<file path="src/hw/mpio_regs.svh">
`ifndef MPIO_REGS_SVH
`define MPIO_REGS_SVH

// port count and apb address width
`define MPIO_NPORT        9
`define MPIO_AW           12

// per-port register block
`define MPIO_PORT_STRIDE  12'h010
`define MPIO_OFS_DATA     2'h0
`define MPIO_OFS_DIR      2'h1
`define MPIO_OFS_PULL     2'h2
`define MPIO_OFS_BITOP    2'h3

// bit set / clear fields of the bit operation register
`define MPIO_BITOP_SET_LSB 0
`define MPIO_BITOP_CLR_LSB 8

// interrupt and edge control registers
`define MPIO_OFS_IRQ_STAT 12'h100
`define MPIO_OFS_IRQ_MASK 12'h104
`define MPIO_OFS_EDGE_CTL 12'h108
`define MPIO_KEY_BIT      0
`define MPIO_KEY_PORT     3

// reset values
`define MPIO_DIR_RST      8'hFF
`define MPIO_LATCH_RST    8'h00
`define MPIO_PULL_RST     8'h00

// bit maps, port index 8 down to 0 = ports 9,8,7,6,5,4,3,2,0
`define MPIO_PIN_MASK     72'hFF_FF_3F_F0_FF_FF_7F_FF_FF
`define MPIO_PULL_MASK    72'h00_00_33_F0_FF_FF_77_FF_FF
`define MPIO_OD_MASK      72'h00_00_0C_00_00_00_08_00_00

`endif

</file>
<file path="src/hw/mpio_pkg.sv">
package mpio_pkg;
`include "mpio_regs.svh"

   typedef logic [7:0]                     mpio_byte_t;
   typedef logic [`MPIO_NPORT-1:0][7:0]    mpio_pins_t;

   typedef struct packed {
      logic                psel;
      logic                penable;
      logic                pwrite;
      logic [`MPIO_AW-1:0] paddr;
      logic [31:0]         pwdata;
   } mpio_apb_req_t;

   typedef struct packed {
      logic        pready;
      logic        pslverr;
      logic [31:0] prdata;
   } mpio_apb_rsp_t;

   typedef struct packed {
      mpio_byte_t prev;
      logic       fall;
   } mpio_edge_st_t;

   typedef struct packed {
      mpio_pins_t latch;
      mpio_pins_t dir;
      mpio_pins_t pull;
      mpio_pins_t pin_q;
      mpio_pins_t pin_o;
      mpio_pins_t pin_oe;
      mpio_pins_t pull_en;
      logic       key_flag;
      logic       key_mask;
      logic       key_det_en;
      logic       irq;
   } mpio_top_st_t;

endpackage

</file>
<file path="src/hw/mpio_top.sv">
//
// Summary of operation
// - sixty-five bidirectional pins under software control
// - ports accept bit and byte manipulation
// - pins carry peripheral alternate signals
// - direction selectable per bit
// - pull-up enabled per bit by software
// - led and two-wire pins are open-drain, no pull-up
// - key port raises key-return interrupt flag
// - falling edge sets flag, gated by mode bit
// - reset puts every pin in input mode
//
// Our own choices: the register offsets and register access over APB.
`timescale 1ns/10ps
`include "mpio_regs.svh"
module mpio_top import mpio_pkg::*; (
   // clock and reset
   input  wire logic              clk,
   input  wire logic              rst_n,
   // apb slave
   input  wire logic              psel,
   input  wire logic              penable,
   input  wire logic              pwrite,
   input  wire logic [`MPIO_AW-1:0] paddr,
   input  wire logic [31:0]       pwdata,
   output logic [31:0]            prdata,
   output logic                   pready,
   output logic                   pslverr,
   // port pins
   input  wire mpio_pins_t        pin_in,
   output mpio_pins_t             pin_out,
   output mpio_pins_t             pin_oe,
   output mpio_pins_t             pullup_en,
   // peripheral alternate functions
   input  wire mpio_pins_t        alt_out_en,
   input  wire mpio_pins_t        alt_out,
   output mpio_pins_t             alt_in,
   // interrupt
   output logic                   irq
);

   localparam mpio_pins_t PIN_MASK  = `MPIO_PIN_MASK;
   localparam mpio_pins_t PULL_MASK = `MPIO_PULL_MASK;
   localparam mpio_pins_t OD_MASK   = `MPIO_OD_MASK;

   logic [1:0]    rst_sync_r;
   logic          rst_sync_n;
   mpio_top_st_t  st_r;
   mpio_top_st_t  st_nxt;
   mpio_apb_req_t apb_req;
   mpio_apb_rsp_t apb_rsp;
   logic          wr_en;
   logic [31:0]   rd_data;
   logic          addr_hit;
   logic          key_fall;

   // reset release through two flip-flops
   always_ff @(posedge clk or negedge rst_n) begin
      if (!rst_n) begin
         rst_sync_r <= 2'h0;
      end else begin
         rst_sync_r <= {rst_sync_r[0], 1'b1};
      end
   end

   assign rst_sync_n = rst_sync_r[1];

   // true when the address falls in a port block
   function automatic logic port_hit(input logic [`MPIO_AW-1:0] a);
      logic [3:0] idx;
      idx = a[7:4];
      port_hit = (a[11:8] == 4'h0) && (idx < 4'(`MPIO_NPORT)) && (a[1:0] == 2'h0);
   endfunction

   // port index of a port block address
   function automatic logic [3:0] port_idx(input logic [`MPIO_AW-1:0] a);
      port_idx = a[7:4];
   endfunction

   // register within a port block
   function automatic logic [1:0] port_reg(input logic [`MPIO_AW-1:0] a);
      port_reg = a[3:2];
   endfunction

   // read value of a port: latch for outputs, pin level for inputs
   function automatic mpio_byte_t port_read(
      input mpio_byte_t latch,
      input mpio_byte_t dir,
      input mpio_byte_t pin,
      input mpio_byte_t mask
   );
      port_read = ((dir & pin) | (~dir & latch)) & mask;
   endfunction

   assign apb_req.psel    = psel;
   assign apb_req.penable = penable;
   assign apb_req.pwrite  = pwrite;
   assign apb_req.paddr   = paddr;
   assign apb_req.pwdata  = pwdata;

   mpio_apb_slave u_apb (
      .clk        (clk),
      .rst_sync_n (rst_sync_n),
      .req        (apb_req),
      .rsp        (apb_rsp),
      .rd_data    (rd_data),
      .addr_hit   (addr_hit),
      .wr_en      (wr_en)
   );

   mpio_fall_det u_key_det (
      .clk        (clk),
      .rst_sync_n (rst_sync_n),
      .pins       (st_r.pin_q[`MPIO_KEY_PORT]),
      .det_en     (st_r.key_det_en),
      .fall       (key_fall)
   );

   // address decode and read data
   always_comb begin
      logic [3:0] idx;
      idx      = port_idx(paddr);
      rd_data  = 32'h0000_0000;
      addr_hit = 1'b0;
      if (port_hit(paddr)) begin
         addr_hit = 1'b1;
         if (port_reg(paddr) == `MPIO_OFS_DATA) begin
            rd_data[7:0] = port_read(st_r.latch[idx], st_r.dir[idx],
                                     st_r.pin_q[idx], PIN_MASK[idx]);
         end else if (port_reg(paddr) == `MPIO_OFS_DIR) begin
            rd_data[7:0] = st_r.dir[idx];
         end else if (port_reg(paddr) == `MPIO_OFS_PULL) begin
            rd_data[7:0] = st_r.pull[idx];
         end else begin
            rd_data[7:0] = port_read(st_r.latch[idx], st_r.dir[idx],
                                     st_r.pin_q[idx], PIN_MASK[idx]);
         end
      end else if (paddr == `MPIO_OFS_IRQ_STAT) begin
         addr_hit                 = 1'b1;
         rd_data[`MPIO_KEY_BIT]   = st_r.key_flag;
      end else if (paddr == `MPIO_OFS_IRQ_MASK) begin
         addr_hit                 = 1'b1;
         rd_data[`MPIO_KEY_BIT]   = st_r.key_mask;
      end else if (paddr == `MPIO_OFS_EDGE_CTL) begin
         addr_hit                 = 1'b1;
         rd_data[0]               = st_r.key_det_en;
      end
   end

   // next state
   always_comb begin
      logic [3:0] idx;
      logic       key_clr;
      mpio_byte_t set_m;
      mpio_byte_t clr_m;
      mpio_byte_t val;
      logic       drive;
      st_nxt  = st_r;
      idx     = port_idx(paddr);
      key_clr = 1'b0;
      set_m   = pwdata[`MPIO_BITOP_SET_LSB +: 8];
      clr_m   = pwdata[`MPIO_BITOP_CLR_LSB +: 8];
      val     = 8'h00;
      drive   = 1'b0;

      // pins are synchronous, one sample register
      st_nxt.pin_q = pin_in & PIN_MASK;

      // register writes
      if (wr_en) begin
         if (port_hit(paddr)) begin
            if (port_reg(paddr) == `MPIO_OFS_DATA) begin
               st_nxt.latch[idx] = pwdata[7:0] & PIN_MASK[idx];
            end else if (port_reg(paddr) == `MPIO_OFS_DIR) begin
               st_nxt.dir[idx] = pwdata[7:0] | ~PIN_MASK[idx];
            end else if (port_reg(paddr) == `MPIO_OFS_PULL) begin
               st_nxt.pull[idx] = pwdata[7:0] & PULL_MASK[idx];
            end else begin
               // single-bit manipulation, clear applied after set
               st_nxt.latch[idx] = ((st_r.latch[idx] | set_m) & ~clr_m)
                                   & PIN_MASK[idx];
            end
         end else if (paddr == `MPIO_OFS_IRQ_STAT) begin
            key_clr = pwdata[`MPIO_KEY_BIT];
         end else if (paddr == `MPIO_OFS_IRQ_MASK) begin
            st_nxt.key_mask = pwdata[`MPIO_KEY_BIT];
         end else if (paddr == `MPIO_OFS_EDGE_CTL) begin
            st_nxt.key_det_en = pwdata[0];
         end
      end

      // sticky key flag, a new edge wins over a clear
      st_nxt.key_flag = (st_r.key_flag & ~key_clr) | key_fall;
      st_nxt.irq      = st_nxt.key_flag & st_nxt.key_mask;

      // pin drivers
      for (int p = 0; p < `MPIO_NPORT; p++) begin
         for (int b = 0; b < 8; b++) begin
            // alternate output is or-ed onto a cleared latch
            val[b] = st_nxt.latch[p][b] | (alt_out_en[p][b] & alt_out[p][b]);
            drive  = ~st_nxt.dir[p][b] & PIN_MASK[p][b];
            if (OD_MASK[p][b]) begin
               st_nxt.pin_o[p][b]  = 1'b0;
               st_nxt.pin_oe[p][b] = drive & ~val[b];
            end else begin
               st_nxt.pin_o[p][b]  = val[b] & drive;
               st_nxt.pin_oe[p][b] = drive;
            end
            st_nxt.pull_en[p][b] = st_nxt.pull[p][b] & st_nxt.dir[p][b]
                                   & PULL_MASK[p][b];
         end
      end
   end

   always_ff @(posedge clk or negedge rst_sync_n) begin
      if (!rst_sync_n) begin
         st_r            <= '0;
         st_r.dir        <= {`MPIO_NPORT{`MPIO_DIR_RST}};
         st_r.latch      <= {`MPIO_NPORT{`MPIO_LATCH_RST}};
         st_r.pull       <= {`MPIO_NPORT{`MPIO_PULL_RST}};
      end else begin
         st_r <= st_nxt;
      end
   end

   assign prdata    = apb_rsp.prdata;
   assign pready    = apb_rsp.pready;
   assign pslverr   = apb_rsp.pslverr;
   assign pin_out   = st_r.pin_o;
   assign pin_oe    = st_r.pin_oe;
   assign pullup_en = st_r.pull_en;
   assign alt_in    = st_r.pin_q;
   assign irq       = st_r.irq;

endmodule

</file>
<file path="src/hw/mpio_apb_slave.sv">
`timescale 1ns/10ps
module mpio_apb_slave import mpio_pkg::*; (
   // clock and reset
   input  wire logic          clk,
   input  wire logic          rst_sync_n,
   // bus side
   input  wire mpio_apb_req_t req,
   output mpio_apb_rsp_t      rsp,
   // register file side
   input  wire logic [31:0]   rd_data,
   input  wire logic          addr_hit,
   output logic               wr_en
);

   mpio_apb_rsp_t st_r;
   mpio_apb_rsp_t st_nxt;

   // answer is prepared in the setup cycle, shown in the access cycle
   always_comb begin
      st_nxt         = st_r;
      st_nxt.pready  = req.psel & ~req.penable;
      st_nxt.pslverr = req.psel & ~req.penable & ~addr_hit;
      if (req.psel && !req.penable && !req.pwrite && addr_hit) begin
         st_nxt.prdata = rd_data;
      end else begin
         st_nxt.prdata = 32'h0000_0000;
      end
   end

   always_ff @(posedge clk or negedge rst_sync_n) begin
      if (!rst_sync_n) begin
         st_r <= '0;
      end else begin
         st_r <= st_nxt;
      end
   end

   assign rsp   = st_r;
   assign wr_en = req.psel & req.penable & req.pwrite & st_r.pready & ~st_r.pslverr;

endmodule

</file>
<file path="src/hw/mpio_fall_det.sv">
`timescale 1ns/10ps
module mpio_fall_det import mpio_pkg::*; (
   // clock and reset
   input  wire logic       clk,
   input  wire logic       rst_sync_n,
   // sampled pins and enable
   input  wire mpio_byte_t pins,
   input  wire logic       det_en,
   // one-cycle falling edge pulse
   output logic            fall
);

   mpio_edge_st_t st_r;
   mpio_edge_st_t st_nxt;

   always_comb begin
      st_nxt      = st_r;
      st_nxt.prev = pins;
      st_nxt.fall = det_en & (|(st_r.prev & ~pins));
   end

   // prev resets high so a low pin at release reads as an edge
   always_ff @(posedge clk or negedge rst_sync_n) begin
      if (!rst_sync_n) begin
         st_r <= '{prev: 8'hFF, fall: 1'b0};
      end else begin
         st_r <= st_nxt;
      end
   end

   assign fall = st_r.fall;

endmodule

</file>
<file path="config.mk">
export PLATFORM = sky130hd
export DESIGN_NAME = mpio_top
export DESIGN_NICKNAME = d
export VERILOG_FILES = /design/src/hw/mpio_pkg.sv /design/src/hw/mpio_top.sv /design/src/hw/mpio_apb_slave.sv /design/src/hw/mpio_fall_det.sv
export VERILOG_INCLUDE_DIRS = /design/src /design/src/hw
export SDC_FILE = /design/constraint.sdc
export NUM_CORES = 1
export LEC_CHECK = 0
export BUFFER_PORTS_ARGS = -buffer_cell sky130_fd_sc_hd__buf_2
export CORE_UTILIZATION = 45
export DETAILED_ROUTE_END_ITERATION = 10
export PLACE_DENSITY = 0.69
export SLEW_MARGIN = 25
export SYNTH_ARGS = -nofsm -noshare
export SYNTH_HDL_FRONTEND = slang
export SYNTH_HIERARCHICAL = 1
export SYNTH_SLANG_ARGS = --single-unit
</file>
<file path="constraint.sdc">
create_clock -name clk -period 21.1 [get_ports clk]
set_input_delay 2.11 -clock clk [delete_from_list [all_inputs] [get_ports clk]]
set_output_delay 2.11 -clock clk [all_outputs]
set_load 0.1 [all_outputs]
</file>
Word-level counts from Yosys, hierarchy flattened
Memories as Yosys holds them, arrays and structs flattened.
Index checks and enable logic that the tools add are counted.
{"block": "op_classes", "order_cmp": 3, "eq_ne": 7, "mux": 47, "n_bitwise": 343, "n_reduce_logical": 16}
{"operator": "216-bit 2-to-1 mux", "n": 2}
{"operator": "72-bit 2-to-1 mux", "n": 6}
{"operator": "72-bit bitwise mux", "n": 4}
{"operator": "1-bit bitwise AND", "n": 185}
{"operator": "144-bit 2-to-1 mux", "n": 1}
{"operator": "8-bit binary-select mux with 4-bit select", "n": 4}
{"operator": "8-bit 2-to-1 mux", "n": 11}
{"operator": "1-bit NOT", "n": 77}
{"operator": "1-bit OR", "n": 66}
{"operator": "8-bit bitwise AND", "n": 8}
{"operator": "12-bit by 9-bit == test with 1-bit output (second input constant)", "n": 3}
{"operator": "8-bit demux with 4-bit select", "n": 1}
{"operator": "8-bit NOT", "n": 4}
{"operator": "8-bit OR", "n": 3}
{"operator": "1-bit 2-to-1 mux", "n": 14}
{"operator": "5-bit AND reduction", "n": 2}
{"operator": "4-bit AND reduction", "n": 2}
{"operator": "8-bit OR reduction", "n": 1}
{"operator": "7-bit 2-to-1 mux", "n": 1}
{"operator": "1-bit logical AND", "n": 6}
{"operator": "2-bit 2-to-1 mux", "n": 3}
{"operator": "4-bit by 5-bit < comparator with 1-bit output (second input constant)", "n": 1}
{"operator": "4-bit by 1-bit >= comparator with 1-bit output (second input constant)", "n": 1}
{"operator": "2-bit logical NOT", "n": 2}
{"operator": "7 further kinds", "n": 8}
{"block": "totals", "regBits": 503, "romBits": 256, "in_bits": 265, "output_inout_bits": 323, "word_cells": 498, "mem_count": 2}
{"memory": "(no name shown)", "depth": 16, "word_bits": 8, "read_ports": 1, "rd_clocked_by_memory_dff": 0, "wr": 0, "line_no": "mpio_top.sv:181", "source": "& PIN_MASK[idx];"}
{"memory": "(no name shown)", "depth": 16, "word_bits": 8, "read_ports": 1, "rd_clocked_by_memory_dff": 0, "wr": 0, "line_no": "mpio_top.sv:177", "source": "st_nxt.pull[idx] = pwdata[7:0] & PULL_MASK[idx];"}

Logic depth before layout (Yosys ltp)
Gate-level depths: netlist (run 1).
{"block": "logic_depth", "ltp_word": 14, "ltp_mapped": 12, "mapped_depth_nobuf": 9}

Hierarchy
The synthesis (run 1) kept the hierarchy.
{"mod": "mpio_top", "instances": 1, "cells_each": 2199, "area_per_inst_um2": 23107.2, "seq_area_each_um2": 11601.1}
{"mod": "mpio_apb_slave", "instances": 1, "cells_each": 76, "area_per_inst_um2": 1127.3, "seq_area_each_um2": 850.8}
{"mod": "mpio_fall_det", "instances": 1, "cells_each": 22, "area_per_inst_um2": 301.5, "seq_area_each_um2": 235.2}

Least setup slack after synthesis (run 1)
Ideal clock, no wire load.
{"block": "synth_path", "path_type": "input to register", "startpoint": "input paddr[4]", "endpoint": "register st_r (netlist bit pullup_en[21])", "arrival_time_ps": 4211, "required_ps": 20981, "setup_slack_ps": 16770, "stages": 10, "path_cell_list": "buf_2 -> o31a_1 -> or4_1 -> buf_4 -> buf_6 -> nor3_4 -> buf_6 -> mux2i_1 -> inv_1 -> and2_1"}
{"element": "from (decl)", "line_no": "mpio_top.sv:24", "source": "input wire logic [`MPIO_AW-1:0] paddr,"}
{"element": "to (signal assigned)", "line_no": "mpio_top.sv:222", "source": "st_r <= st_nxt;"}
{"element": "to (decl)", "line_no": "mpio_top.sv:48", "source": "mpio_top_st_t st_r;"}

==> reports/metrics.cfg, run 1 <==
[sta]
setup_viol = 0
finalMaxSlewViolations = 0
final_hold_viol_count = 0
rsz0062_at_grt = no
period_share_pct = 26.9
tns_ps = 0
relSlewSlack_pct = 25.0
fmaxAchievable_ghz = 0.176
tightest_slew_ps = 1120
finalCriticalPeriod_ps = 5680
finalClockSkew_ps = 22.9

[yosys]
avgSynthCellArea_um2 = 10.7
synth.distinct_cells = 87
synth.area.top_cells = dfrtp_1, buf_4, dfstp_2
ys.flop_type = dfrtp_1
post-synth-top-count-cell = dfrtp_1
yosysWarnings = 6
ys_seq_area_share_pct = 51.7
synth_area_um2 = 24500
async_reset_ff_share_pct = 100
netlist.area_leader.share_pct = 43.1
yosys-top-cells-count = dfrtp_1, buf_4, nand2_1
synthCells = 2297
ys_ff_latch = 503
yosysTopAreaCell = dfrtp_1
synth-edff-count = 0

[die]
die_x_um = 236
die_area_um2 = 55500
rows = 85
initial_core_util_pct = 45.6
ios = 588
core_um2 = 53800
die_y_um = 236

[finish]
final_design_area_no_fill_um2 = 27700
fillers = 4829
utilization_pct = 51.4
drive_gt1_share_pct = 33.0
syn2layout_area_growth_pct = 12.8
stdcell_count = 3299
finalNetCount = 2823

[cts]
clock-sinks = 503
cts_repair_resize_count = 0
root_buffer = clkbuf_16
htreeDepth = 2
clk_latency_ps = 630
clock_path_buffers = 3
clk_pin_slew_ps = 60
cts_setup_buffers = 0
numCtsBuffers = 54
tritoncts = done
hold_buffers = 0

[power_and_ir_drop]
powerDensity_nw_per_um2 = 81.4
p_total_w = 0.00225
vdd_ir_drop_max_mv = 0.0656
leakage_nw = 12.8

[global_route]
grt_max_degree = 159
overflow = 0
grt_pass1_wl_mm = 129
antenna_found_initial = 13
grt_pass1_vias = 18988
grt_use_total_pct = 31.7

[setup_path]
start_kind = input port
worstPathMaxFanout = 75
worstPathRequired_ps = 21620
worstPathArrival_ps = 6200
critPathKind = in -> reg
end_kind = register

[place]
dpl.cell_count = 3195
finalWeightedCongestion = 0.954
dpl.hpwl_mm = 65.0
portBuffers = 500
dpl_cell_area_um2 = 25800

[detailed_routing]
dr.pass1.iters = 6
wl_met1_mm = 35.8
wl_met3_mm = 8.55
routed_via_density = 5.91
wl_mm = 89.0
met2_length_mm = 41.0
vias = 19493
drcViolationCount = 0
top_layer = met5
wire_per_inst_um = 27.0
ant_nets = 0
drt_iter0_drc = 2447

[flow_run]
maxCapViolations = 0

[hold_path]
hold_class = reg -> reg

[status]
status = completed

-- where the power goes --
| part | leakage (nW) | switching (W) | total [W] | internal [W] |
|---|---|---|---|---|
| registers | 6.12 | 0.00000922 | 0.000988 | 0.000979 |
| clock network | 0.877 | 0.000423 | 0.000983 | 0.000560 |
| logic | 5.85 | 0.000229 | 0.000283 | 0.0000535 |
| total | 12.8 | 0.000661 | 0.00225 | 0.00159 |
-- critical path, stage by stage --
cell and delay (ps):
buf_2 300, buf_4 460, o31a_1 400, or4_1 490, buf_4 250, nor2_4 230
buf_4 640, nand2_1 410, or3_1 460, a21oi_1 250
-- state kept, by name, indices dropped and copies added, names as in the netlist, named ones only --
register and count:
irq 1, u_apb/rsp 34, pullup_en 46, pin_oe 65
st_r 179, alt_in 65, u_key_det/fall 1, pin_out 62
rst_sync_r 2, u_key_det/st_r 8
-- cell usage in the layout, fill, tap and decap left out, types with 16 or more instances in the layout --
cell type  instances
o22ai_1           29
o21ai_0          117
a221oi_1          25
a211oi_1          25
mux2i_1           36
dfrtp_1          422
conb_1            75
dfstp_2           80
a31oi_1           35
nor2b_1           21
o21a_1            32
nand3_1           33
and2_1           106
mux2_2            25
mux4_2            51
buf_4             38
clkbuf_16         54
a21oi_1           96
nand2_1          200
buf_2            498
nor2_1           138
inv_1             91
o211a_1           16
nor3_1            28
and2_0            28
-- layer usage --
| layer | track usage, % | vias up |
|---|---|---|
| met5 | 0 | - |
| met4 | 12.7 | 14 |
| met3 | 6.48 | 214 |
| met2 | 49.3 | 1245 |
| met1 | 43.4 | 9803 |
| li1 | - | 8217 |
-- metrics by stage --
| step | hold slack [ps] | setup WS, ps |
|---|---|---|
| after CTS | 362 | 15570 |
| after global routing | 378 | 15270 |
| after global placement | 338 | 14820 |
| after detailed placement | 349 | 14930 |
| after floorplan | 331 | 6180 |
| final | 358 | 15420 |
-- final cells by class --
type / instances / area, µm² / share of cell area (%)
Antenna cell: 3 / 7.51 / 0.0271
Clock buffer: 70 / 1510 / 5.46
Clock inverter: 31 / 332 / 1.20
Inverter: 96 / 360 / 1.30
Multi-Input combinational cell: 1359 / 9060 / 32.7
Sequential cell: 503 / 12700 / 45.9
Tap cell: 696 / 871 / 3.15
Timing Repair Buffer: 541 / 2840 / 10.3
-- path summary, 6_finish.rpt --
check                      cells after the start           from  slack (ps)       endpoint
setup / recovery                              10       paddr[6]       15420    pin_out[45]
hold / removal                                 0  rst_sync_r[0]         360  rst_sync_r[1]
setup reg to reg                               8  u_apb/rsp[33]       17510  pullup_en[28]
hold reg to reg                                0  rst_sync_r[0]         360  rst_sync_r[1]
max in group asynchronous                      3  rst_sync_r[1]       17970      st_r[341]
min in group asynchronous                      0  rst_sync_r[1]         370     pin_oe[60]
-- kinds of logic after synthesis --
logic type               share of synthesized area (%)
AO/OA/AOI/OAI                                     14.8
adder cells (fa/ha/maj)                          0.153
buffers and inverters                             12.8
flip-flops                                        51.7
multiplexers                                      7.30
other                                           0.0306
AND/OR/NAND/NOR                                   13.2
(Power assumes the default switching activity.)
==> inputs of run 2 (changes only) <==
--- a/config.mk
+++ b/config.mk
@@ -9,7 +9,7 @@
 export BUFFER_PORTS_ARGS = -buffer_cell sky130_fd_sc_hd__buf_2
 export CORE_UTILIZATION = 45
 export DETAILED_ROUTE_END_ITERATION = 10
-export PLACE_DENSITY = 0.69
+export PLACE_DENSITY = 0.72
 export SLEW_MARGIN = 25
 export SYNTH_ARGS = -nofsm -noshare
 export SYNTH_HDL_FRONTEND = slang
==> constraint.sdc (replaced) <==
create_clock -name clk -period 5.1 [get_ports clk]
set_input_delay 0.51 -clock clk [delete_from_list [all_inputs] [get_ports clk]]
set_output_delay 0.51 -clock clk [all_outputs]
set_load 0.1 [all_outputs]
==> reports/metrics.cfg, run 2 (synthesis gave the netlist of run 1 again) <==
[status]
status = completed

[finish]
mostFrequentLayoutCells = buf_2, dfrtp_1, nand2_1
largest_register_ffs = 179
finalNetCount = 2923
final-seq-area_um2 = 12700
top_register = st_r
syn2layout_area_growth_pct = 17.0
mostFrequentLayoutCell = buf_2
stdcell_count = 3399
fillers = 4717
utilization_pct = 53.3
drive_gt1_share_pct = 33.3
multiInputGateArea_um2 = 9050

[die]
initial_core_util_pct = 45.6
ios = 588
rows = 85
die_y_um = 236
core_um2 = 53800
die_x_um = 236
die_area_um2 = 55500

[sta]
rsz0062_at_grt = no
tightest_slew_ps = 1220
finalMaxSlewViolations = 0
tns_ps = 0
relSlewSlack_pct = 18.3
finalClockSkew_ps = 14.5
period_share_pct = 65.5
final_hold_viol_count = 0
setup_viol = 0
fmaxAchievable_ghz = 0.300
finalCriticalPeriod_ps = 3340

[cts]
tritoncts = done
numCtsBuffers = 53
clk_pin_slew_ps = 60
clk_latency_ps = 610
root_buffer = clkbuf_16
clock-sinks = 503
cts_setup_buffers = 0
clock_path_buffers = 3
cts_repair_resize_count = 0
htreeDepth = 2

[place]
dpl.hpwl_mm = 65.9
portBuffers = 500
dpl.cell_count = 3232
finalWeightedCongestion = 0.968

[global_route]
grt_pass1_wl_mm = 131
grt_pass1_vias = 19513
overflow = 0
grt_use_total_pct = 32.3
antenna_found_initial = 10
grt_max_degree = 192

[detailed_routing]
wire_per_inst_um = 26.7
drt_iter0_drc = 2300
wl_mm = 90.7
vias = 19872
drcViolationCount = 0
ant_nets = 0
routed_via_density = 5.85
dr.pass1.iters = 8

[flow_run]
maxCapViolations = 0

[power_and_ir_drop]
vdd_ir_drop_max_mv = 0.273
powerDensity_nw_per_um2 = 330
leakage_nw = 13.4

[setup_path]
worstPathArrival_ps = 3880
end_kind = register
worstPathMaxFanout = 27
worstPathRequired_ps = 5640
critPathKind = in -> reg
start_kind = input port

[hold_path]
hold_class = in -> reg

run 2: cell count changes in the layout (fill, tap and decap cells not counted), sizes merged:
cell	previous run	this run
diode	3	6
clkbuf	70	66
bufinv	4	7
dlygate4sd3	0	62
inv	99	98
buf	541	580
clkinv	13	16
clkinvlp	11	6
run 2: final cells by class:
cell class,instances,share of cell area (%)
antenna,6,0.0523
clock buffer,66,5.25
clock inverter,31,1.34
inverter,96,1.26
multi-input combinational,1359,31.5
sequential,503,44.2
tap,696,3.03
timing repair buffer,642,13.3
run 2: power breakdown:
part | switching, W | internal, W
clock network | 0.00170 | 0.00246
logic | 0.000960 | 0.000263
registers | 0.0000370 | 0.00405
run 2: path summary, 6_finish.rpt:
path | cells after the start | slack [ps] | endpoint | start
worst min register to register | 0 | 260 | alt_in[2] | rst_sync_r[1]
min in group asynchronous | 2 | 210 | rst_sync_r[1] | rst_n
worst max register to register | 9 | 1980 | pin_out[49] | u_apb/rsp[33]
max in group asynchronous | 2 | 3490 | st_r[373] | rst_sync_r[1]
worst max-delay path | 8 | 1760 | pin_out[49] | paddr[5]
worst min-delay path | 1 | 30 | alt_in[65] | pin_in[65]
run 2: worst max-delay path, cell delays in order:
cell	delay, ps
buf_4	270
o31a_1	400
or4_1	810
nor2_4	650
buf_4	310
nor2_1	60
nor3_1	580
o21a_1	230
run 2: per-layer routing:
metal / up-vias / part of all wire [%] / GRT usage (%)
met5: - / 0.086 / 0
met2: 1327 / 46 / 50.0
li1: 8427 / - / -
met1: 9850 / 39 / 43.1
met4: 12 / 5.0 / 15.3
met3: 256 / 10 / 7.21
run 2: what timing repair did:
| action | 4_1_cts | 5_1_grt |
|---|---|---|
| hold buffers | 62 | 0 |
| setup endpoints to repair | 0 | 0 |
| hold endpoints to repair | 63 | 0 |
run 2: metrics by stage:
| stage | hold slack, ps | cell area, µm² | setup slack (ps) | power (W) |
|---|---|---|---|---|
| floorplan | 214 | 24800 | 241 | 0.00510 |
| global placement | 259 | 26100 | 1330 | 0.00532 |
| detailed placement | 267 | 26100 | 1290 | 0.00533 |
| CTS | 5.48 | 28600 | 1920 | 0.00953 |
| global route | 4.92 | 28700 | 1740 | 0.00974 |
| finish | 27.3 | 28700 | 1760 | 0.00948 |
